[config.mk]
export PLATFORM = sky130hd
export DESIGN_NAME = rds_switch
export DESIGN_NICKNAME = d
export VERILOG_FILES = /design/src/shared/rds_pkg.sv /design/src/core/rds_lfsr.sv /design/src/core/rds_switch.sv
export SDC_FILE = /design/constraint.sdc
export NUM_CORES = 1
export LEC_CHECK = 0
export BUFFER_PORTS_ARGS = -buffer_cell sky130_fd_sc_hd__buf_2
export CAP_MARGIN = 20
export CELL_PAD_IN_SITES_DETAIL_PLACEMENT = 2
export CELL_PAD_IN_SITES_GLOBAL_PLACEMENT = 2
export CORE_MARGIN = 4
export CORE_UTILIZATION = 42
export CTS_BUF_LIST = sky130_fd_sc_hd__clkbuf_4
export DETAILED_ROUTE_END_ITERATION = 10
export GPL_TIMING_DRIVEN = 0
export PLACE_DENSITY_LB_ADDON = 0.1
export SLEW_MARGIN = 20
export SYNTH_ARGS = -nofsm -noshare
export SYNTH_HDL_FRONTEND = slang
export SYNTH_HIERARCHICAL = 1
export SYNTH_SLANG_ARGS = --single-unit
[constraint.sdc]
create_clock -name mclk_i -period 7.62 [get_ports mclk_i]
set_clock_uncertainty 0.1 [all_clocks]
set_input_delay 0.762 -clock mclk_i [delete_from_list [all_inputs] [get_ports mclk_i]]
set_output_delay 0.762 -clock mclk_i [all_outputs]
set_load 0.1 [all_outputs]
[src/shared/rds_pkg.sv]
// Behaviour
// - rising enable starts on-delay, random between zero and maximum on-delay.
// - output sets only after on-delay elapses with enable held high throughout.
// - enable falling during on-delay clears the time; output stays clear.
// - falling enable starts off-delay, random between zero and maximum off-delay.
// - output clears after off-delay elapses with enable held low throughout.
// - enable rising during off-delay clears the time; output stays set.
// - after power loss, elapsed delay time restarts from zero.
package rds_pkg;

  // =====================================================
  // widths and timing
  localparam int          DLY_W        = 16;
  localparam int          LFSR_W       = 16;
  localparam int          TICK_US      = 1000;
  localparam int          CLK_MHZ      = 125;
  localparam int          TICK_CYC     = TICK_US * CLK_MHZ;
  localparam int          TICK_W       = 17;
  localparam logic [15:0] LFSR_SEED    = 16'hACE1;
  localparam logic [15:0] LFSR_TAPS    = 16'hB400;
  localparam logic [15:0] DLY_ZERO     = 16'h0000;

  // =====================================================
  // state
  typedef enum logic [1:0] {
    RDS_IDLE_OFF = 2'b00,
    RDS_WAIT_ON  = 2'b01,
    RDS_IDLE_ON  = 2'b11,
    RDS_WAIT_OFF = 2'b10
  } rds_state_t;

  typedef struct packed {
    logic [DLY_W-1:0] max_on;
    logic [DLY_W-1:0] max_off;
  } rds_cfg_t;

endpackage : rds_pkg

[src/core/rds_lfsr.sv]
`timescale 1ns/100ps
module rds_lfsr
  import rds_pkg::*;
(
  // clock and reset
  input  wire logic              mclk_i,
  input  wire logic              srst_i,
  // random word
  output logic [LFSR_W-1:0]      rnd_o
);

  logic [LFSR_W-1:0] lfsr_ff;
  logic [LFSR_W-1:0] nxt_lfsr;

  // free running galois shift, so edges see unrelated values
  always_comb begin
    nxt_lfsr = {1'b0, lfsr_ff[LFSR_W-1:1]} ^ (lfsr_ff[0] ? LFSR_TAPS : DLY_ZERO);
  end

  always_ff @(posedge mclk_i) begin
    if (srst_i) begin
      lfsr_ff <= LFSR_SEED;
    end else begin
      lfsr_ff <= nxt_lfsr;
    end
  end

  assign rnd_o = lfsr_ff;

endmodule : rds_lfsr

[src/core/rds_switch.sv]
`timescale 1ns/100ps
module rds_switch
  import rds_pkg::*;
#(
  parameter int TICK_CYCLES = TICK_CYC
)(
  // clock and reset
  input  wire logic             mclk_i,
  input  wire logic             srst_i,
  // control
  input  wire logic             enable_i,
  input  wire rds_cfg_t         cfg_i,
  // result
  output logic                  switch_o,
  output logic [DLY_W-1:0]      delay_o
);

  // =====================================================
  // enable synchroniser, enable comes from a pin
  logic             en_s1_ff;
  logic             en_s2_ff;
  logic             en_d_ff;
  logic             rise;
  logic             fall;

  always_ff @(posedge mclk_i) begin
    if (srst_i) begin
      en_s1_ff <= 1'b0;
      en_s2_ff <= 1'b0;
      en_d_ff  <= 1'b0;
    end else begin
      en_s1_ff <= enable_i;
      en_s2_ff <= en_s1_ff;
      en_d_ff  <= en_s2_ff;
    end
  end

  assign rise = en_s2_ff & ~en_d_ff;
  assign fall = ~en_s2_ff & en_d_ff;

  // =====================================================
  // random source
  // picked in the edge cycle, so the value depends on when enable moved
  logic [LFSR_W-1:0] rnd;

  rds_lfsr u_lfsr (
    .mclk_i (mclk_i),
    .srst_i (srst_i),
    .rnd_o  (rnd)
  );

  // scale into 0..max by multiply and keep high half
  // (r+1)*max never passes max after the shift and needs no divider
  function automatic logic [DLY_W-1:0] scale(input logic [LFSR_W-1:0] r, input logic [DLY_W-1:0] mx);
    logic [LFSR_W+DLY_W:0] r_x;
    logic [LFSR_W+DLY_W:0] m_x;
    logic [LFSR_W+DLY_W:0] p;
    r_x = {{(DLY_W+1){1'b0}}, r};
    m_x = {{(LFSR_W+1){1'b0}}, mx};
    p   = r_x * m_x + m_x;
    return p[LFSR_W+DLY_W-1:LFSR_W];
  endfunction : scale

  // =====================================================
  // tick divider, one pulse per time unit
  logic [TICK_W-1:0] tick_ff;
  logic [TICK_W-1:0] nxt_tick;
  logic              tick;

  assign tick = (tick_ff == TICK_W'(TICK_CYCLES - 1));

  always_comb begin
    nxt_tick = tick ? '0 : tick_ff + 1'b1;
    if (rise || fall) begin
      nxt_tick = '0;
    end
  end

  // restart on every edge, so the first tick is a full period after it
  always_ff @(posedge mclk_i) begin
    if (srst_i) begin
      tick_ff <= '0;
    end else begin
      tick_ff <= nxt_tick;
    end
  end

  // =====================================================
  // delay state machine
  rds_state_t        st_ff;
  rds_state_t        nxt_st;
  logic [DLY_W-1:0]  tgt_ff;
  logic [DLY_W-1:0]  nxt_tgt;
  logic [DLY_W-1:0]  cnt_ff;
  logic [DLY_W-1:0]  nxt_cnt;
  logic              q_ff;
  logic              nxt_q;

  always_comb begin
    nxt_st  = st_ff;
    nxt_tgt = tgt_ff;
    nxt_cnt = cnt_ff;
    nxt_q   = q_ff;
    unique case (st_ff)
      RDS_IDLE_OFF, RDS_IDLE_ON: begin
        if (rise && !q_ff) begin
          nxt_st  = RDS_WAIT_ON;
          nxt_tgt = scale(rnd, cfg_i.max_on);
          nxt_cnt = DLY_ZERO;
        end else if (fall && q_ff) begin
          nxt_st  = RDS_WAIT_OFF;
          nxt_tgt = scale(rnd, cfg_i.max_off);
          nxt_cnt = DLY_ZERO;
        end
      end
      RDS_WAIT_ON: begin
        // abort wins over completion in the same cycle
        if (fall) begin
          nxt_st  = RDS_IDLE_OFF;
          nxt_cnt = DLY_ZERO;
        end else if (cnt_ff >= tgt_ff) begin
          nxt_st  = RDS_IDLE_ON;
          nxt_q   = 1'b1;
          nxt_cnt = DLY_ZERO;
        end else if (tick) begin
          nxt_cnt = cnt_ff + 1'b1;
        end
      end
      RDS_WAIT_OFF: begin
        if (rise) begin
          nxt_st  = RDS_IDLE_ON;
          nxt_cnt = DLY_ZERO;
        end else if (cnt_ff >= tgt_ff) begin
          nxt_st  = RDS_IDLE_OFF;
          nxt_q   = 1'b0;
          nxt_cnt = DLY_ZERO;
        end else if (tick) begin
          nxt_cnt = cnt_ff + 1'b1;
        end
      end
    endcase
  end

  // nothing retained across reset, time restarts at zero
  always_ff @(posedge mclk_i) begin
    if (srst_i) begin
      st_ff   <= RDS_IDLE_OFF;
      tgt_ff  <= DLY_ZERO;
      cnt_ff  <= DLY_ZERO;
      q_ff    <= 1'b0;
    end else begin
      st_ff   <= nxt_st;
      tgt_ff  <= nxt_tgt;
      cnt_ff  <= nxt_cnt;
      q_ff    <= nxt_q;
    end
  end

  assign switch_o = q_ff;
  assign delay_o  = tgt_ff;
endmodule : rds_switch

# Word-level counts from Yosys, hierarchy flattened
# Index checks and enable logic that the tools add are counted.
# word_totals
elab_cells	66
output_inout_bits	17
input_bits	35
ff_bits	71
# op_classes
addsub	4
mul	2
eq_ne	11
n_mux	22
order_cmp	1
n_bitwise	5
n_reduce_logical	12
# op_table
op	count
16-bit two-way mux	9
32-bit by 16-bit adder with 32-bit output	2
16-bit by 16-bit multiplier with 32-bit output	2
16-bit case mux with 3 select lines	1
17-bit by 1-bit adder with 17-bit output, second input constant	1
17-bit equality test, second input constant	1
16-bit by 1-bit adder with 16-bit output, second input constant	1
16-bit greater-or-equal comparator	1
15-bit by 16-bit XOR with 16-bit output	1
2-bit two-way mux	6
3-bit != test, second input constant	3
2-bit != test, second input constant	4
2-bit case mux with 3 select lines	1
5-bit AND reduction	1
2-bit equality test, second input constant	2
1-bit two-way mux	4
2-bit nonzero test	2
3-bit AND reduction	1
3-bit OR reduction	1
1-bit bitwise AND	2
2-bit by 1-bit equality test with 1-bit output, second input constant	1
1-bit logical AND	2
2-bit logical NOT	1
1-bit inverter	2
other kinds (5)	5

# Depth between registers and ports, before layout
# Gate-level depths: netlist of the first run.
# logic_depth
ltp_word	6
ltp_mapped	25
depth_no_buf	23

# Cells and area by module
# Netlist of the first run, hierarchy kept.
# by_module_without_submodules
mod	seq_area_each_um2	n_inst	cells_each	area_each_um2
rds_switch	1101.1	1	2325	20019.2
rds_lfsr	320.3	1	49	560.5

# Worst setup path after synthesis of the first run
# Ideal clock, no wire load.
# synth_path
kind	input to register
start	input cfg_i[8] (netlist name)
end	register tgt_ff[9] (netlist: delay_o[9])
slack_ns	0.910
n_path_buf	2
arrival_ns	6.507
required_ns	7.417
path_stages	24
path_cell_list	clkbuf_1 clkbuf_1 nand2_1 fa_1 inv_1 fa_1 inv_1 fa_1 inv_1 fa_1 fa_1 inv_1 fa_1 inv_1 ha_1 a211oi_1 o21ai_0 a311oi_1 a211oi_2 a311o_1 a21oi_1 xnor2_1 nor2_1 a2111oi_2
# synth_via
elab_chain_len	4
# synth_rtl
item	line	source
start: declaration	rds_switch.sv:12	input wire rds_cfg_t cfg_i,
16-bit by 16-bit multiplier with 32-bit output	rds_switch.sv:60	p = r_x * m_x + m_x;
32-bit by 16-bit adder with 32-bit output *	rds_switch.sv:60	
16-bit two-way mux *	rds_switch.sv:110	end else if (fall && q_ff) begin
16-bit two-way mux *	rds_switch.sv:106	if (rise && !q_ff) begin
end signal: assignment	rds_switch.sv:153	tgt_ff <= nxt_tgt;
end: declaration	rds_switch.sv:92	logic [DLY_W-1:0] tgt_ff;
# Mark *: on every way between the ends. The rest lies on a longest branch, timed or not. The select of a mux whose other input is x is not followed.
# A chain may end at the register's enable or synchronous reset.

# Worst setup path after layout of the first run
# layout_path
start	input cfg_i[9] (netlist name)
end	register tgt_ff[9] (netlist: delay_o[9])
# The elaborated chain is that of the path after synthesis.

==> results.json, run 1 <==
{
  "layout_common_cells": "inv_1, fa_1, nand2_1",
  "clk_path_buf_depth": 2,
  "die_y_um": 229,
  "cp-start-kind": "input pin",
  "worst_ep_required_time_ns": 7.92,
  "synth-seq-cells": 71,
  "setup_viol": 0,
  "cts_buffers": 9,
  "holdBufCountCts": 0,
  "yosys_warnings": 6,
  "min_period_over_period_pct": 96.0,
  "syn_inst": 2374,
  "drt_iter0_drc": 827,
  "initial_utilization_pct": 42.8,
  "ys_types": 69,
  "run_status": "finished clean",
  "dp_slack_ns": -0.746,
  "finalNetCount": 3106,
  "highest_layer": "met4",
  "grt_pass1_wl_um": 111000,
  "final_common_cell": "inv_1",
  "layoutNonFillerInstCount": 3048,
  "htreeDepth": 3,
  "dp_hpwl_um": 60400,
  "synthArstFlopShare_pct": 0,
  "grt-ovfl-total": 0,
  "wl_per_cell_um": 23.2,
  "wl_met1_um": 29700,
  "grt_max_degree": 13,
  "cp_max_fo": 10,
  "dieWidth_um": 229,
  "gp_congestion": 0.874,
  "port_buffers": 43,
  "cp_slowest_stage_delay_ns": 0.53,
  "slew_headroom_pct": 26.7,
  "arrival_ns": 7.61,
  "whs_ns": 0.351,
  "cpMostUsedCell": "fa_1",
  "drt_wl_total_um": 70700,
  "min_path_type": "reg2reg",
  "grt_pass1_vias": 19100,
  "drv_cap": 0,
  "rows": 80,
  "hold_viol": 0,
  "drt_first_pass_iters": 5,
  "synth_area_mm2": 0.0206,
  "crit_path_end_kind": "flop",
  "drc": 0,
  "path_clk_slew_ns": 0.13,
  "synth.avg_cell_area_um2": 8.67,
  "syn-num-nets": 3055,
  "cts_root_buf": "clkbuf_4",
  "yosys_most_used_dff": "dfxtp_1",
  "wl_met3_um": 2740,
  "via_per_inst": 5.28,
  "fin_ws_ns": 0.307,
  "synth-edff-count": 0,
  "crit_path_cell_trace": "clkbuf_1, clkbuf_2, nand2_1, fa_1, inv_1, fa_1, inv_1, fa_1, inv_1, fa_1, fa_1, inv_1, fa_1, inv_1, ha_1, and4_1, and4_1, a22oi_2, a211oi_2, a311o_1, a21oi_1, xnor2_1, nor2_1, a2111oi_2",
  "period_minus_slack_ns": 7.31,
  "pin_count": 52,
  "rsz0062_at_grt": "no",
  "slowest_stage": "fa_1",
  "ant_nets": 0,
  "critical_path_class": "in2reg",
  "fmax_mhz": 137,
  "cts_tree": "yes",
  "area_delta_synth_final_pct": 5.67,
  "cts_sinks": 71,
  "maxSlewViolCount": 0,
  "tightest_slew_ns": 1.09,
  "core_area_mm2": 0.0480,
  "drive_above_1_share_pct": 6.09,
  "dr_total_vias": 16100,
  "dp.cells": 3032,
  "yosysSeqAreaShare_pct": 6.91,
  "met2_length_um": 35700,
  "antenna_found_initial": 7,
  "clk_latency_ns": 0.51,
  "grt_usage_pct": 27.7,
  "die_area_mm2": 0.0526
}
[critical path, delay by kind of cell]
family | cells | cell delay (ns)
xor+xnor | 1 | 0.31
simple gates | 4 | 0.70
buf+inv | 7 | 1.08
compound gates | 5 | 1.35
fa+ha+maj | 7 | 3.38
[metal layers]
| layer | global-route usage, % | vias to the layer above |
|---|---|---|
| li1 | - | 7136 |
| met1 | 35.3 | 8556 |
| met2 | 49.2 | 313 |
| met3 | 3.27 | 92 |
| met4 | 8.81 | 0 |
| met5 | 0 | - |
[cell usage after synthesis, drive strengths merged, types with 8 or more instances]
master  instances  share of area (%)
a21o           22               0.80
and3           18               0.58
a211oi         13               0.52
clkbuf         93                1.7
xnor2          29                1.2
inv           588                 11
or2             9               0.27
dfxtp          71                6.9
xor2           25                1.1
nor2           58                1.1
nand3          27               0.72
ha            230                 14
and2          223                6.8
fa            416                 40
nor3           11               0.38
o21ai          25               0.63
nand2         342                6.2
nor2b           8               0.24
buf            21               0.68
a21oi          55                1.3
[worst paths after layout]
| kind | to | cells past startpoint | slack (ns) | from |
|---|---|---|---|---|
| worst max register to register | delay_o[9] | 23 | 0.37 | u_lfsr/rnd_o[7] |
| worst min register to register | u_lfsr/rnd_o[5] | 1 | 0.35 | u_lfsr/rnd_o[6] |
| worst min-delay path | u_lfsr/rnd_o[5] | 1 | 0.35 | u_lfsr/rnd_o[6] |
| worst max-delay path | delay_o[9] | 24 | 0.31 | cfg_i[9] |
[repair_timing]
item,CTS,global route
setup endpoints to repair,4,12
setup buffers,0,0
resized for setup,6,103
[state kept, by name, indices dropped and copies added (netlist names)]
| signal | cells |
|---|---|
| en_s1_ff | 1 |
| switch_o | 1 |
| st_ff | 2 |
| tick_ff | 17 |
| delay_o | 16 |
| cnt_ff | 16 |
| en_d_ff | 1 |
| u_lfsr/rnd_o | 16 |
| en_s2_ff | 1 |
[cells by family after synthesis]
family	Yosys count	synth area share, %
simple gates	731	17.6
buf+inv	702	13.1
fa+ha+maj	646	54.5
compound gates	165	5.35
flops	71	6.91
xor+xnor	54	2.30
mux	5	0.243
[per-stage QoR]
| stage | setup TNS (ns) | instance area [um^2] | utilization, % |
|---|---|---|---|
| after detailed placement | -5.96 | 21600 | 44.9 |
| after global placement | -2.97 | 21600 | 44.9 |
| after floorplan | 0 | 20600 | - |
| final | 0 | 21700 | 45.3 |
| after CTS | 0 | 21700 | 45.1 |
| after global routing | 0 | 21700 | 45.3 |
[final cells by class]
type	instances	area, um^2
Antenna cell	3	7.51
Buffer	111	546
Clock buffer	10	75.1
Clock inverter	6	37.5
Fill cell	5376	26300
Inverter	588	2210
Multi-Input combinational cell	1601	16500
Sequential cell	71	1420
Tap cell	615	769
Timing Repair Buffer	43	215
Power of run 1 is left out: the tool's default activity adds up to more than one toggle a clock period on the data nets, which glitch-free logic cannot reach.
==> run 2: changes to the inputs <==
Settings changed: CAP_MARGIN 20 to unset, SYNTH_HIERARCHICAL 1 to unset.
==> run 2 against run 1 <==
  * Die area increased by 1.3%
  * Synthesized area increased by 1.3%
  * Non-clock buffer count increased by 1
  * Routed wire length increased by 5.1%
  * Final area increased by 1.7%
  * First-iteration DRC count decreased by 7.9%
  * Worst setup slack got worse by 0.10 ns
  * Critical path depth decreased by 2
  * Utilization decreased by 0.18 points
  * Final cell count increased by 3.3%
  * Sequential share of layout area decreased by 0.10 points
  * Via count increased by 4.5%
  * Critical path type unchanged
  * Highest routed layer is now met5
==> results.json, run 2 <==
{
  "slowest_stage": "fa_1",
  "drc": 0,
  "clk_latency_ns": 0.53,
  "worst-path-buf-inv": 5,
  "drv_cap": 0,
  "core_area_mm2": 0.0491,
  "initial_utilization_pct": 42.5,
  "crit_path_cell_trace": "clkbuf_1, clkbuf_4, nand2_1, fa_1, fa_1, inv_1, fa_1, fa_1, fa_1, inv_1, fa_1, inv_1, ha_1, and2_1, a2111oi_4, o211ai_1, a21oi_4, nor3_1, o31ai_2, mux2i_1, a21oi_1, a2111oi_0",
  "wl_per_cell_um": 23.6,
  "arrival_ns": 7.71,
  "dr_total_vias": 16800,
  "pin_count": 52,
  "fin_ws_ns": 0.207,
  "crit_path_end_kind": "flop",
  "slew_headroom_pct": 25.6,
  "grt_pass1_vias": 20000,
  "grt-ovfl-total": 0,
  "yosysSeqAreaShare_pct": 6.82,
  "finalNetCount": 3161,
  "cts_tree": "yes",
  "worst_ep_required_time_ns": 7.91,
  "via_per_inst": 5.34,
  "critical_path_class": "in2reg",
  "ant_nets": 0,
  "period_minus_slack_ns": 7.41,
  "synth_area_mm2": 0.0208,
  "drt_wl_total_um": 74300,
  "dp_hpwl_um": 62600,
  "synth-edff-count": 0,
  "syn_inst": 2428,
  "path_clk_slew_ns": 0.16,
  "min_period_over_period_pct": 97.3,
  "cts_buffers": 9,
  "cp_slowest_stage_delay_ns": 0.55,
  "critPathTopFamily": "adder cells",
  "holdBufCountCts": 0,
  "setup_viol": 0,
  "hold_viol": 0,
  "yosys-top-cells-area": "fa_1, ha_1, inv_1, dfxtp_1, and2_1",
  "grt_pass1_wl_um": 117000,
  "port_buffers": 42,
  "layout_common_cells": "inv_1, fa_1, nand2_1",
  "htreeDepth": 3,
  "whs_ns": 0.360,
  "clk_path_buf_depth": 2,
  "rows": 81,
  "min_path_type": "reg2reg",
  "dp_slack_ns": -1.30,
  "regMostFlops": "tick_ff",
  "cp-start-kind": "input pin",
  "post-cts-setup-buffers": 0,
  "drt_first_pass_iters": 5,
  "grt_usage_pct": 28.6,
  "cp_max_fo": 10,
  "run_status": "finished clean",
  "tightest_slew_ns": 1.12,
  "synth_commonest_cells": "inv_1, fa_1, nand2_1",
  "yosys_most_used_dff": "dfxtp_1",
  "rsz0062_at_grt": "yes",
  "final_common_cell": "inv_1",
  "yosys_warnings": 0,
  "utilization_pct": 45.1,
  "die_y_um": 231,
  "grt_max_degree": 16,
  "synth.avg_cell_area_um2": 8.59,
  "largest_reg_flops": 17,
  "yosys.area.top_type_share_pct": 39.9,
  "gp_congestion": 0.884,
  "cts_root_buf": "clkbuf_4",
  "ys_types": 71,
  "cts_sinks": 71,
  "synth-seq-cells": 71,
  "area_delta_synth_final_pct": 6.07,
  "die_area_mm2": 0.0533,
  "drive_above_1_share_pct": 5.35,
  "dieWidth_um": 231,
  "cpMostUsedCell": "fa_1",
  "synth_top_area_cell": "fa_1",
  "maxSlewViolCount": 0,
  "synth_most_common_cell": "inv_1",
  "fmax_mhz": 135,
  "synthArstFlopShare_pct": 0,
  "syn-num-nets": 3109,
  "drt_iter0_drc": 762,
  "antenna_found_initial": 9
}
[run 2: metrics by stage]
stage | std cells | cell area (um^2) | TNS [ns]
after floorplan | 2428 | 20800 | 0
after global placement | 3134 | 21900 | -10.99
after detailed placement | 3134 | 21900 | -11.27
after CTS | 3149 | 22100 | 0
after global routing | 3150 | 22100 | -0.0579
final | 3150 | 22100 | 0
[run 2: logic make-up (layout without fill, tap and decap cells)]
kind of cell,Yosys count,in the layout,share of synthesized area (%)
other cells,0,1,0
xor+xnor,43,43,1.81
simple gates,746,746,17.8
compound gates,211,211,6.71
fa+ha+maj,646,646,53.8
mux,7,7,0.348
flops,71,71,6.82
buf+inv,704,761,12.7
[run 2: worst paths after layout]
kind / end / start / cells after the start / slack [ns]
setup / recovery: delay_o[11] / cfg_i[23] / 22 / 0.21
hold / removal: tick_ff[0] / tick_ff[0] / 1 / 0.36
setup reg to reg: delay_o[11] / u_lfsr.rnd_o[4] / 19 / 0.23
hold reg to reg: tick_ff[0] / tick_ff[0] / 1 / 0.36
[run 2: area by class of cell]
type / count / area, um^2
tap: 664 / 831
fill: 5554 / 26900
buffer: 113 / 498
sequential: 71 / 1420
clock buffer: 9 / 67.6
timing repair buffer: 42 / 210
antenna: 1 / 2.50
inverter: 590 / 2210
clock inverter: 7 / 63.8
multi-input combinational: 1653 / 16800
[run 2: what timing repair did]
action / 4_1_cts / 5_1_grt
setup endpoints to repair: 12 / 7
pin swaps: 0 / 0
resized for setup: 24 / 52
hold endpoints to repair: 0 / 0
[run 2: per-layer routing]
metal,GRT usage [%],share of wire (%),vias to the layer above
met4,10.4,4.3,2
met3,2.99,4.2,144
met2,52.2,52,414
met1,35.0,40,8887
met5,0,0.017,-
li1,-,-,7379
Power of run 2 is left out for the same reason.
